[src/rtl/dmc_consts.svh]
`ifndef DMC_CONSTS_SVH
`define DMC_CONSTS_SVH

// register offsets
`define DMC_ADDR_MODE 5'h00
`define DMC_ADDR_FILT 5'h01
`define DMC_ADDR_DSDM 5'h02
`define DMC_ADDR_ATTL 5'h03
`define DMC_ADDR_ATTR 5'h04
`define DMC_ADDR_INVF 5'h05
`define DMC_ADDR_DPTH 5'h06
`define DMC_ADDR_SYNC 5'h07
`define DMC_ADDR_HOLE 5'h08
`define DMC_ADDR_DFLT 5'h09
`define DMC_ADDR_TDM 5'h0A
`define DMC_ADDR_CHN 5'h0B
`define DMC_NUM_REGS 12

// field positions, mode_format_reset_ctrl (0x00)
`define DMC_B_SOFT_RESET_N 0
`define DMC_B_FMT_LO 1
`define DMC_B_FMT_HI 3
`define DMC_B_EXT_CLK 5
`define DMC_B_EXT_MODE 6
// filter_deemph_mute_ctrl (0x01)
`define DMC_B_SOFT_MUTE 0
`define DMC_B_DEEM_LO 1
`define DMC_B_DEEM_HI 2
`define DMC_B_SHORT_DELAY 5
`define DMC_B_ZERO_EN 7
// dsd_mono_zero_ctrl (0x02)
`define DMC_B_SLOW 0
`define DMC_B_CHAN_SEL 1
`define DMC_B_ZERO_POL 2
`define DMC_B_MONO 3
`define DMC_B_DSD_CLK 5
`define DMC_B_DSD_MODE 7
// invert_filter_ctrl (0x05)
`define DMC_B_SUPER_SLOW 0
`define DMC_B_INV_R 6
`define DMC_B_INV_L 7
// dsd_path_mute_ctrl (0x06)
`define DMC_B_DSD_PATH 1
`define DMC_B_FS_MUTE 2
`define DMC_B_DSD_PIN 7
// clock_sync_ctrl, dsd_filter_ctrl, tdm_format_ctrl, chain_ctrl
`define DMC_B_SYNC_EN 0
`define DMC_B_DSD_FILT 0
`define DMC_B_TDM_LO 6
`define DMC_B_TDM_HI 7
`define DMC_B_CHAIN 1

// reset values
`define DMC_RST_00 8'h0C
`define DMC_RST_01 8'h00
`define DMC_RST_02 8'h00
`define DMC_RST_03 8'hFF
`define DMC_RST_04 8'hFF
`define DMC_RST_05 8'h00
`define DMC_RST_06 8'h00
`define DMC_RST_07 8'h01
`define DMC_RST_08 8'h00
`define DMC_RST_09 8'h00
`define DMC_RST_0A 8'h00
`define DMC_RST_0B 8'h00
`define DMC_FMT_DEFAULT 3'h6
`define DMC_ATT_DEFAULT 8'hFF

// serial control frame: chip[1:0], write flag, address[4:0], data[7:0]
`define DMC_FRAME_BITS 5'h10
`define DMC_HEADER_BITS 5'h08
`define DMC_CHIP_ADDR 2'h0

`endif

[src/rtl/dmc_pkg.sv]
`include "dmc_consts.svh"

package dmc_pkg;

    typedef enum logic [1:0] {
        DMC_PCM,
        DMC_DSD,
        DMC_EXT_FILTER_MODE_BIT
    } dmc_conv_mode_t;

    typedef struct packed {
        logic [`DMC_NUM_REGS-1:0][7:0] regs;
        logic strap_taken;
        logic pin_mode;
        logic cclk_q;
        logic [15:0] shift;
        logic [4:0] count;
        logic rd_active;
        logic [7:0] rd_data;
        logic cdto;
        dmc_conv_mode_t conv_mode;
        logic soft_reset_n;
        logic [2:0] audio_format;
        logic ext_clk;
        logic dsd_clk;
        logic dsd_filt;
        logic short_delay;
        logic slow;
        logic super_slow;
        logic [1:0] deemph;
        logic dsd_path;
        logic dsd_pin;
        logic [1:0] tdm;
        logic daisy;
        logic [7:0] att_l;
        logic [7:0] att_r;
        logic zero_en;
        logic zero_pol;
        logic mono;
        logic chan_sel;
        logic inv_l;
        logic inv_r;
        logic fs_mute;
        logic sync_en;
        logic soft_mute;
    } dmc_state_t;

endpackage : dmc_pkg

[src/rtl/dmc_top.sv]
`timescale 1ns/1ps
`default_nettype none
`include "dmc_consts.svh"

module dmc_top (
    input wire logic clock_i,
    input wire logic rst_i,
    input wire logic power_down_n_i,
    input wire logic control_select_strap_i,
    input wire logic csn_i,
    input wire logic cclk_i,
    input wire logic cdti_i,
    input wire logic [2:0] pin_audio_format_sel_i,
    input wire logic [1:0] pin_tdm_format_i,
    input wire logic pin_short_delay_sel_i,
    input wire logic pin_slow_rolloff_sel_i,
    input wire logic pin_super_slow_rolloff_sel_i,
    input wire logic [1:0] pin_deemphasis_sel_i,
    input wire logic pin_output_invert_i,
    input wire logic pin_soft_mute_i,
    output logic cdto_o,
    output logic pin_mode_o,
    output dmc_pkg::dmc_conv_mode_t conv_mode_o,
    output logic soft_reset_n_o,
    output logic [2:0] audio_format_sel_o,
    output logic ext_filter_clock_sel_o,
    output logic dsd_clock_ratio_sel_o,
    output logic dsd_filter_sel_o,
    output logic short_delay_sel_o,
    output logic slow_rolloff_sel_o,
    output logic super_slow_rolloff_sel_o,
    output logic [1:0] deemphasis_sel_o,
    output logic dsd_path_sel_o,
    output logic dsd_input_pin_sel_o,
    output logic [1:0] tdm_format_o,
    output logic daisy_chain_en_o,
    output logic [7:0] attenuation_left_o,
    output logic [7:0] attenuation_right_o,
    output logic zero_detect_en_o,
    output logic zero_flag_polarity_o,
    output logic mono_en_o,
    output logic channel_data_sel_o,
    output logic output_invert_l_o,
    output logic output_invert_r_o,
    output logic dsd_fullscale_mute_en_o,
    output logic clock_sync_en_o,
    output logic soft_mute_o
);
    import dmc_pkg::*;

    localparam logic [`DMC_NUM_REGS-1:0][7:0] REG_RESET = {
        `DMC_RST_0B,
        `DMC_RST_0A,
        `DMC_RST_09,
        `DMC_RST_08,
        `DMC_RST_07,
        `DMC_RST_06,
        `DMC_RST_05,
        `DMC_RST_04,
        `DMC_RST_03,
        `DMC_RST_02,
        `DMC_RST_01,
        `DMC_RST_00
    };

    dmc_state_t s;
    dmc_state_t next_s;

    // the hole at 0x08 and anything past 0x0b hold no storage
    function automatic logic addr_mapped(input logic [4:0] addr);
        addr_mapped = (addr < 5'(`DMC_NUM_REGS)) && (addr != `DMC_ADDR_HOLE);
    endfunction : addr_mapped

    function automatic logic [7:0] reg_read(input logic [`DMC_NUM_REGS-1:0][7:0] regs,
                                           input logic [4:0] addr);
        reg_read = 8'h00;
        if (addr_mapped(addr)) begin
            reg_read = regs[addr[3:0]];
        end
    endfunction : reg_read

    // chip bits are decoded for both the read header and the write commit
    function automatic logic chip_match(input logic [1:0] chip);
        chip_match = (chip == `DMC_CHIP_ADDR);
    endfunction : chip_match

    // mode-limited settings read zero outside their own conversion mode
    function automatic logic gate_mode(input dmc_conv_mode_t cur,
                                       input dmc_conv_mode_t want,
                                       input logic value);
        gate_mode = (cur == want) && value;
    endfunction : gate_mode

    logic [7:0] r_mode;
    logic [7:0] r_filt;
    logic [7:0] r_dsdm;
    logic [7:0] r_invf;
    logic [7:0] r_dpth;
    logic [7:0] r_sync;
    logic [7:0] r_dflt;
    logic [7:0] r_tdm;
    logic [7:0] r_chn;
    logic [15:0] frame;
    logic [7:0] header;
    logic cclk_rise;
    logic cclk_fall;
    dmc_conv_mode_t reg_mode;
    logic read_hit;
    logic write_hit;
    logic [3:0] wr_index;

    assign r_mode = s.regs[`DMC_ADDR_MODE];
    assign r_filt = s.regs[`DMC_ADDR_FILT];
    assign r_dsdm = s.regs[`DMC_ADDR_DSDM];
    assign r_invf = s.regs[`DMC_ADDR_INVF];
    assign r_dpth = s.regs[`DMC_ADDR_DPTH];
    assign r_sync = s.regs[`DMC_ADDR_SYNC];
    assign r_dflt = s.regs[`DMC_ADDR_DFLT];
    assign r_tdm = s.regs[`DMC_ADDR_TDM];
    assign r_chn = s.regs[`DMC_ADDR_CHN];
    assign frame = {s.shift[14:0], cdti_i};
    assign header = frame[7:0];
    // cclk is slow against clock_i, so one-cycle edge pulses come from the last sample
    assign cclk_rise = cclk_i && !s.cclk_q;
    assign cclk_fall = !cclk_i && s.cclk_q;
    // header byte complete and it asks this chip for a read
    assign read_hit = (s.count == `DMC_HEADER_BITS - 5'h01) && !header[5] && chip_match(header[7:6]);
    // pin mode leaves the bank untouched; contents are ignored anyway
    assign write_hit = (s.count == `DMC_FRAME_BITS - 5'h01) && frame[13] && chip_match(frame[15:14])
        && addr_mapped(frame[12:8]) && !s.pin_mode;
    // only mapped addresses get written, so four index bits suffice
    assign wr_index = frame[11:8];

    always_comb begin
        // dsd bit overrides the external-filter bit
        if (r_dsdm[`DMC_B_DSD_MODE]) begin
            reg_mode = DMC_DSD;
        end else if (r_mode[`DMC_B_EXT_MODE]) begin
            reg_mode = DMC_EXT_FILTER_MODE_BIT;
        end else begin
            reg_mode = DMC_PCM;
        end
    end

    always_comb begin
        next_s = s;
        next_s.cclk_q = cclk_i;

        // serial control port, write-only frames plus a read-back path
        if (csn_i) begin
            next_s.count = 5'h00;
            next_s.rd_active = 1'b0;
            next_s.cdto = 1'b0;
        end else if (cclk_rise) begin
            next_s.shift = frame;
            if (s.count != `DMC_FRAME_BITS) begin
                next_s.count = s.count + 5'h01;
            end
            if (read_hit) begin
                next_s.rd_active = 1'b1;
                next_s.rd_data = reg_read(s.regs, header[4:0]);
            end
            if (write_hit) begin
                next_s.regs[wr_index] = frame[7:0];
            end
        end else if (cclk_fall && s.rd_active) begin
            next_s.cdto = s.rd_data[7];
            next_s.rd_data = {s.rd_data[6:0], 1'b0};
        end

        // strap is trusted while powered down and on the first cycle after reset; the host keeps it still otherwise
        if (!power_down_n_i || !s.strap_taken) begin
            next_s.pin_mode = control_select_strap_i;
            next_s.strap_taken = 1'b1;
        end
        // power-down reinitialises the whole bank
        if (!power_down_n_i) begin
            next_s.regs = REG_RESET;
            next_s.count = 5'h00;
            next_s.rd_active = 1'b0;
            next_s.cdto = 1'b0;
        end

        if (s.pin_mode) begin
            // registers carry no weight here, only the function pins
            next_s.conv_mode = DMC_PCM;
            next_s.soft_reset_n = 1'b1;
            next_s.audio_format = pin_audio_format_sel_i;
            next_s.ext_clk = 1'b0;
            next_s.dsd_clk = 1'b0;
            next_s.dsd_filt = 1'b0;
            next_s.short_delay = pin_short_delay_sel_i;
            next_s.slow = pin_slow_rolloff_sel_i;
            next_s.super_slow = pin_super_slow_rolloff_sel_i;
            next_s.deemph = pin_deemphasis_sel_i;
            next_s.dsd_path = 1'b0;
            next_s.dsd_pin = 1'b0;
            next_s.tdm = pin_tdm_format_i;
            next_s.daisy = 1'b0;
            next_s.att_l = `DMC_ATT_DEFAULT;
            next_s.att_r = `DMC_ATT_DEFAULT;
            next_s.zero_en = 1'b0;
            next_s.zero_pol = 1'b0;
            next_s.mono = 1'b0;
            next_s.chan_sel = 1'b0;
            next_s.inv_l = pin_output_invert_i;
            next_s.inv_r = pin_output_invert_i;
            next_s.fs_mute = 1'b0;
            next_s.sync_en = 1'b1;
            next_s.soft_mute = pin_soft_mute_i;
        end else begin
            // function pins are ignored from here down
            next_s.conv_mode = reg_mode;
            // mode changes are not blocked: sequencing them under soft reset is up to the host
            next_s.soft_reset_n = r_mode[`DMC_B_SOFT_RESET_N];
            // same code reads as msb-justified in pcm and lsb-justified in external mode
            next_s.audio_format = r_mode[`DMC_B_FMT_HI:`DMC_B_FMT_LO];
            next_s.ext_clk = gate_mode(reg_mode, DMC_EXT_FILTER_MODE_BIT, r_mode[`DMC_B_EXT_CLK]);
            next_s.dsd_clk = gate_mode(reg_mode, DMC_DSD, r_dsdm[`DMC_B_DSD_CLK]);
            next_s.dsd_filt = gate_mode(reg_mode, DMC_DSD, r_dflt[`DMC_B_DSD_FILT]);
            next_s.short_delay = gate_mode(reg_mode, DMC_PCM, r_filt[`DMC_B_SHORT_DELAY]);
            next_s.slow = gate_mode(reg_mode, DMC_PCM, r_dsdm[`DMC_B_SLOW]);
            next_s.super_slow = gate_mode(reg_mode, DMC_PCM, r_invf[`DMC_B_SUPER_SLOW]);
            if (reg_mode == DMC_PCM) begin
                next_s.deemph = r_filt[`DMC_B_DEEM_HI:`DMC_B_DEEM_LO];
                next_s.tdm = r_tdm[`DMC_B_TDM_HI:`DMC_B_TDM_LO];
            end else begin
                next_s.deemph = 2'h0;
                next_s.tdm = 2'h0;
            end
            next_s.daisy = (reg_mode == DMC_PCM) && r_chn[`DMC_B_CHAIN];
            next_s.dsd_path = (reg_mode == DMC_DSD) && r_dpth[`DMC_B_DSD_PATH];
            next_s.dsd_pin = r_dpth[`DMC_B_DSD_PIN];
            next_s.att_l = s.regs[`DMC_ADDR_ATTL];
            next_s.att_r = s.regs[`DMC_ADDR_ATTR];
            next_s.zero_en = r_filt[`DMC_B_ZERO_EN];
            next_s.zero_pol = r_dsdm[`DMC_B_ZERO_POL];
            next_s.mono = r_dsdm[`DMC_B_MONO];
            next_s.chan_sel = r_dsdm[`DMC_B_CHAN_SEL];
            next_s.inv_l = r_invf[`DMC_B_INV_L];
            next_s.inv_r = r_invf[`DMC_B_INV_R];
            next_s.fs_mute = (reg_mode == DMC_DSD) && r_dpth[`DMC_B_FS_MUTE];
            next_s.sync_en = (reg_mode != DMC_DSD) && r_sync[`DMC_B_SYNC_EN];
            next_s.soft_mute = r_filt[`DMC_B_SOFT_MUTE];
        end
    end

    always_ff @(posedge clock_i) begin
        if (rst_i) begin
            s.regs <= REG_RESET;
            s.strap_taken <= 1'b0;
            // pin control until the strap is first captured
            s.pin_mode <= 1'b1;
            s.cclk_q <= 1'b0;
            s.shift <= 16'h0000;
            s.count <= 5'h00;
            s.rd_active <= 1'b0;
            s.rd_data <= 8'h00;
            s.cdto <= 1'b0;
            s.conv_mode <= DMC_PCM;
            s.soft_reset_n <= 1'b0;
            s.audio_format <= `DMC_FMT_DEFAULT;
            s.ext_clk <= 1'b0;
            s.dsd_clk <= 1'b0;
            s.dsd_filt <= 1'b0;
            s.short_delay <= 1'b0;
            s.slow <= 1'b0;
            s.super_slow <= 1'b0;
            s.deemph <= 2'h0;
            s.dsd_path <= 1'b0;
            s.dsd_pin <= 1'b0;
            s.tdm <= 2'h0;
            s.daisy <= 1'b0;
            s.att_l <= `DMC_ATT_DEFAULT;
            s.att_r <= `DMC_ATT_DEFAULT;
            s.zero_en <= 1'b0;
            s.zero_pol <= 1'b0;
            s.mono <= 1'b0;
            s.chan_sel <= 1'b0;
            s.inv_l <= 1'b0;
            s.inv_r <= 1'b0;
            s.fs_mute <= 1'b0;
            s.sync_en <= 1'b1;
            s.soft_mute <= 1'b0;
        end else begin
            s <= next_s;
        end
    end

    // every output is a straight copy of a state flop
    assign cdto_o = s.cdto;
    assign pin_mode_o = s.pin_mode;
    assign conv_mode_o = s.conv_mode;
    assign soft_reset_n_o = s.soft_reset_n;
    assign audio_format_sel_o = s.audio_format;
    assign ext_filter_clock_sel_o = s.ext_clk;
    assign dsd_clock_ratio_sel_o = s.dsd_clk;
    assign dsd_filter_sel_o = s.dsd_filt;
    assign short_delay_sel_o = s.short_delay;
    assign slow_rolloff_sel_o = s.slow;
    assign super_slow_rolloff_sel_o = s.super_slow;
    assign deemphasis_sel_o = s.deemph;
    assign dsd_path_sel_o = s.dsd_path;
    assign dsd_input_pin_sel_o = s.dsd_pin;
    assign tdm_format_o = s.tdm;
    assign daisy_chain_en_o = s.daisy;
    assign attenuation_left_o = s.att_l;
    assign attenuation_right_o = s.att_r;
    assign zero_detect_en_o = s.zero_en;
    assign zero_flag_polarity_o = s.zero_pol;
    assign mono_en_o = s.mono;
    assign channel_data_sel_o = s.chan_sel;
    assign output_invert_l_o = s.inv_l;
    assign output_invert_r_o = s.inv_r;
    assign dsd_fullscale_mute_en_o = s.fs_mute;
    assign clock_sync_en_o = s.sync_en;
    assign soft_mute_o = s.soft_mute;

endmodule : dmc_top

`default_nettype wire

[config.mk]
export PLATFORM = sky130hd
export DESIGN_NAME = dmc_top
export DESIGN_NICKNAME = d
export VERILOG_FILES = /design/src/rtl/dmc_pkg.sv /design/src/rtl/dmc_top.sv
export VERILOG_INCLUDE_DIRS = /design/src /design/src/rtl
export SDC_FILE = /design/constraint.sdc
export NUM_CORES = 1
export LEC_CHECK = 0
export ABC_CLOCK_PERIOD_IN_PS = 6400
export BUFFER_PORTS_ARGS = -buffer_cell sky130_fd_sc_hd__buf_4
export CORE_ASPECT_RATIO = 0.6
export CORE_MARGIN = 2
export CORE_UTILIZATION = 50
export CTS_BUF_LIST = sky130_fd_sc_hd__clkbuf_8
export CTS_CLUSTER_SIZE = 25
export DETAILED_ROUTE_END_ITERATION = 16
export GPL_TIMING_DRIVEN = 0
export MAX_ROUTING_LAYER = met4
export PLACE_DENSITY = 0.74
export SYNTH_ARGS = -nofsm -noshare
export SYNTH_HDL_FRONTEND = slang
export SYNTH_SLANG_ARGS = --single-unit
[constraint.sdc]
create_clock -name clock_i -period 6.4 [get_ports clock_i]
set_clock_uncertainty 0.1 [all_clocks]
set_input_delay 0.32 -clock clock_i [delete_from_list [all_inputs] [get_ports clock_i]]
set_output_delay 0.32 -clock clock_i [all_outputs]
set_load 0.02 [all_outputs]
==> impl_metrics.csv <==
group,metric,value,unit
die,io_pins,65,
synthesis,syn_area,0.00679,mm²
die,initial_core_util,0.520,
cts,clock-sinks,165,
routing,postRouteAntennaNets,0,
power,pwr-share-comb,0.055,
timing,hold_ws,0.0127,ns
status,status,"finished clean",
global_route,grt_pass1_vias,5456,
critical_path,critical_path.max_fanout,10,
placed_design,place_ws,3.70,ns
synthesis,yosysTopAreaCell,"dfxtp_1",
critical_path,required,6.62,ns
synthesis,async_flop_share,0,
cts,htreeDepth,4,
cells_and_area,syn2layout_area_growth,18.1,%
worst_hold_path,hp-class,"in2reg",
cts,clock_path_buffers,2,
global_route,antenna_found_initial,0,
routing,first_pass_iters,6,
power,clkPwrFrac,0.427,
routing,vias,6179,
synthesis,synth_edf_count,0,
worst_hold_path,min_delay_path_depth,2,
cells_and_area,utilization,0.614,
cells_and_area,nNetsFinal,886,
synthesis,synth_top_area_frac,0.487,
cells_and_area,drive_above_1_share,0.185,
power,p_sw,0.491,mW
cts,cts_tree,"built",
power,power_density,250,mW/mm²
synthesis,ys_seq_area_frac,0.487,
synthesis,synth_area_leaders,"dfxtp_1 49%, nand2_1 7.6%, a21oi_1 6.5%",
critical_path,crit_arrival,3.02,ns
cells_and_area,antenna_cells,0,
timing,finalMaxSlewViolations,0,
global_route,grtUsageTotal,0.297,
synthesis,synth_most_common_cell,"dfxtp_1",
die,rows,32,
routing,dr.first_iter.drc_count,909,
critical_path,worstRegToRegCells,8,
global_route,grt_pass1_wl,31500,µm
cts,cts_resized,0,
die,fp.dieH,94.2,µm
routing,route.detailed.drc,0,
timing,timing.final.crit_period,2.80,ns
cts,holdBufCountCts,10,
die,die_width,154,µm
cells_and_area,fin_area,0.00801,mm²
timing,hold_viol,0,
timing,finalCritPeriodShare,0.438,
die,die-area,0.0145,mm²
timing,setup_slack,3.60,ns
cts,clk_pin_slew,0.10,ns
synthesis,ys_ff_latch,165,
synthesis,synthDistinctLibCells,45,
placed_design,routabilityCongestion,0.990,
routing,wirelength,20500,µm
global_route,grt_max_degree,17,
synthesis,syn-num-nets,795,
cts,cts_root_buf,"clkbuf_8",
timing,rsz0062_at_grt,"false",
critical_path,setup.worst_path.end_class,"register",
placed_design,dp.cells,1005,
cells_and_area,fillers,1143,
die,core_area,0.0131,mm²
placed_design,place_area,0.00746,mm²
power,ir_drop,0.119,mV
routing,wire_per_inst,19.6,µm
timing,finalSetupTns,0,ns
cells_and_area,finalNonFillerCells,1047,
timing,max_freq,357,MHz
run,drv_cap,0,
timing,tightest_slew,0.835,ns
critical_path,crit_path_start_kind,"register",
critical_path,path_class,"reg2reg",
cts,cts_buffers,17,
synthesis,synthTopCellsByCount,"165 x dfxtp_1, 138 x nand2_1, 88 x a21oi_1, 74 x o21ai_0",
routing,via_per_inst,5.90,
cts,post-cts-setup-buffer-count,0,
global_route,grt_overflow,0,
power,p_sw_frac,0.245,
synthesis,synthCells,773,
synthesis,ys.flop_type,"dfxtp_1",
timing,max_slew_margin,0.443,
power,p_int,1.51,mW
cts,clkLatencyLatePin,0.46,ns
power,p_seq_frac,0.518,
synthesis,yosysWarnings,0,
power,p_leak,2.84,nW
synthesis,syn_area_per_cell,8.78,µm²
power,power,2.00,mW
placed_design,portBuffers,62,
timing,finalSetupViolations,0,
placed_design,post-dp-hpwl,14600,µm
## cells by family (layout without fill, tap and decap cells)
logic type                 count (synthesis)  count (layout)  share of synthesized area
AOI/OAI and AO/OA                        198             198                      0.158
buffers and inverters                     90             194                     0.0647
and+or+nand+nor                          263             263                      0.185
muxes                                     51              51                     0.0957
DFF                                      165             165                      0.487
adders and majority gates                  3               3                    0.00553
xor gates and xnor gates                   3               3                    0.00387
## state kept, by name, indices dropped and copies added (netlist names), 3 cells and up
name and flops:
attenuation_left_o 8, r_sync 8, r_filt 8, audio_format_sel_o 3, r_chn 8, r_tdm 8, s 32, r_mode 8
frame 15, r_dsdm 8, r_dpth 8, attenuation_right_o 8, r_invf 8, r_dflt 8
## power by group through the flow
stage                     Sequential [mW]  Combinational, mW  Clock (mW)
after global routing                 1.04              0.117       0.903
final                                1.04              0.109       0.856
after CTS                            1.04              0.107       0.860
after floorplan                      1.06             0.0595           0
after global placement               1.06              0.102           0
after detailed placement             1.06              0.102           0
## metal layers
metal,vias to the layer above,routed length (µm),global-route usage
li1,2831,-,-
met1,2915,9510,0.444
met2,388,7950,0.384
met3,45,2710,0.0784
met4,0,371,0.0872
met5,-,0,-
## cell usage in the layout, fill, tap and decap left out, types with 9 or more instances in the layout
master         instances
dfxtp_1              165
nand2_1              138
a21oi_1               88
buf_4                 87
o21ai_0               74
clkbuf_1              46
nor2_1                46
mux2i_1               21
mux2_2                21
or3_1                 17
clkbuf_8              17
nand3_1               11
dlygate4sd3_1         10
mux4_2                 9
## worst paths after layout
path	startpoint	end	slack, ns
worst min-delay path	cclk_i	s[75]$_SDFF_PP0_	0.01
worst max register to register	s[54]$_SDFFE_PP0P_	r_mode[4]$_SDFFE_PP0P_	3.60
worst min register to register	s[53]$_SDFFE_PP0P_	s[53]$_SDFFE_PP0P_	0.35
worst max-delay path	s[54]$_SDFFE_PP0P_	r_mode[4]$_SDFFE_PP0P_	3.60
## worst max-delay path: stages, from the launching register on
cell      delay, ns
dfxtp_1        0.41
ha_1           0.21
and3_1         0.17
ha_1           0.17
a21boi_1       0.32
nand4_2        0.37
nor3_4         0.58
mux2i_1        0.27
nor2_1         0.06
## cell type report
| cell class | instances | area [µm²] | share of cell area |
|---|---|---|---|
| Buffer | 83 | 413 | 0.0515 |
| Clock inverter | 15 | 215 | 0.0269 |
| Multi-Input combinational cell | 518 | 3040 | 0.380 |
| Inverter | 7 | 26.3 | 0.00328 |
| Sequential cell | 165 | 3300 | 0.412 |
| Clock buffer | 17 | 234 | 0.0292 |
| Timing Repair Buffer | 72 | 566 | 0.0706 |
| Tap cell | 170 | 213 | 0.0265 |
Note: power is estimated with default switching activity, not from simulation.
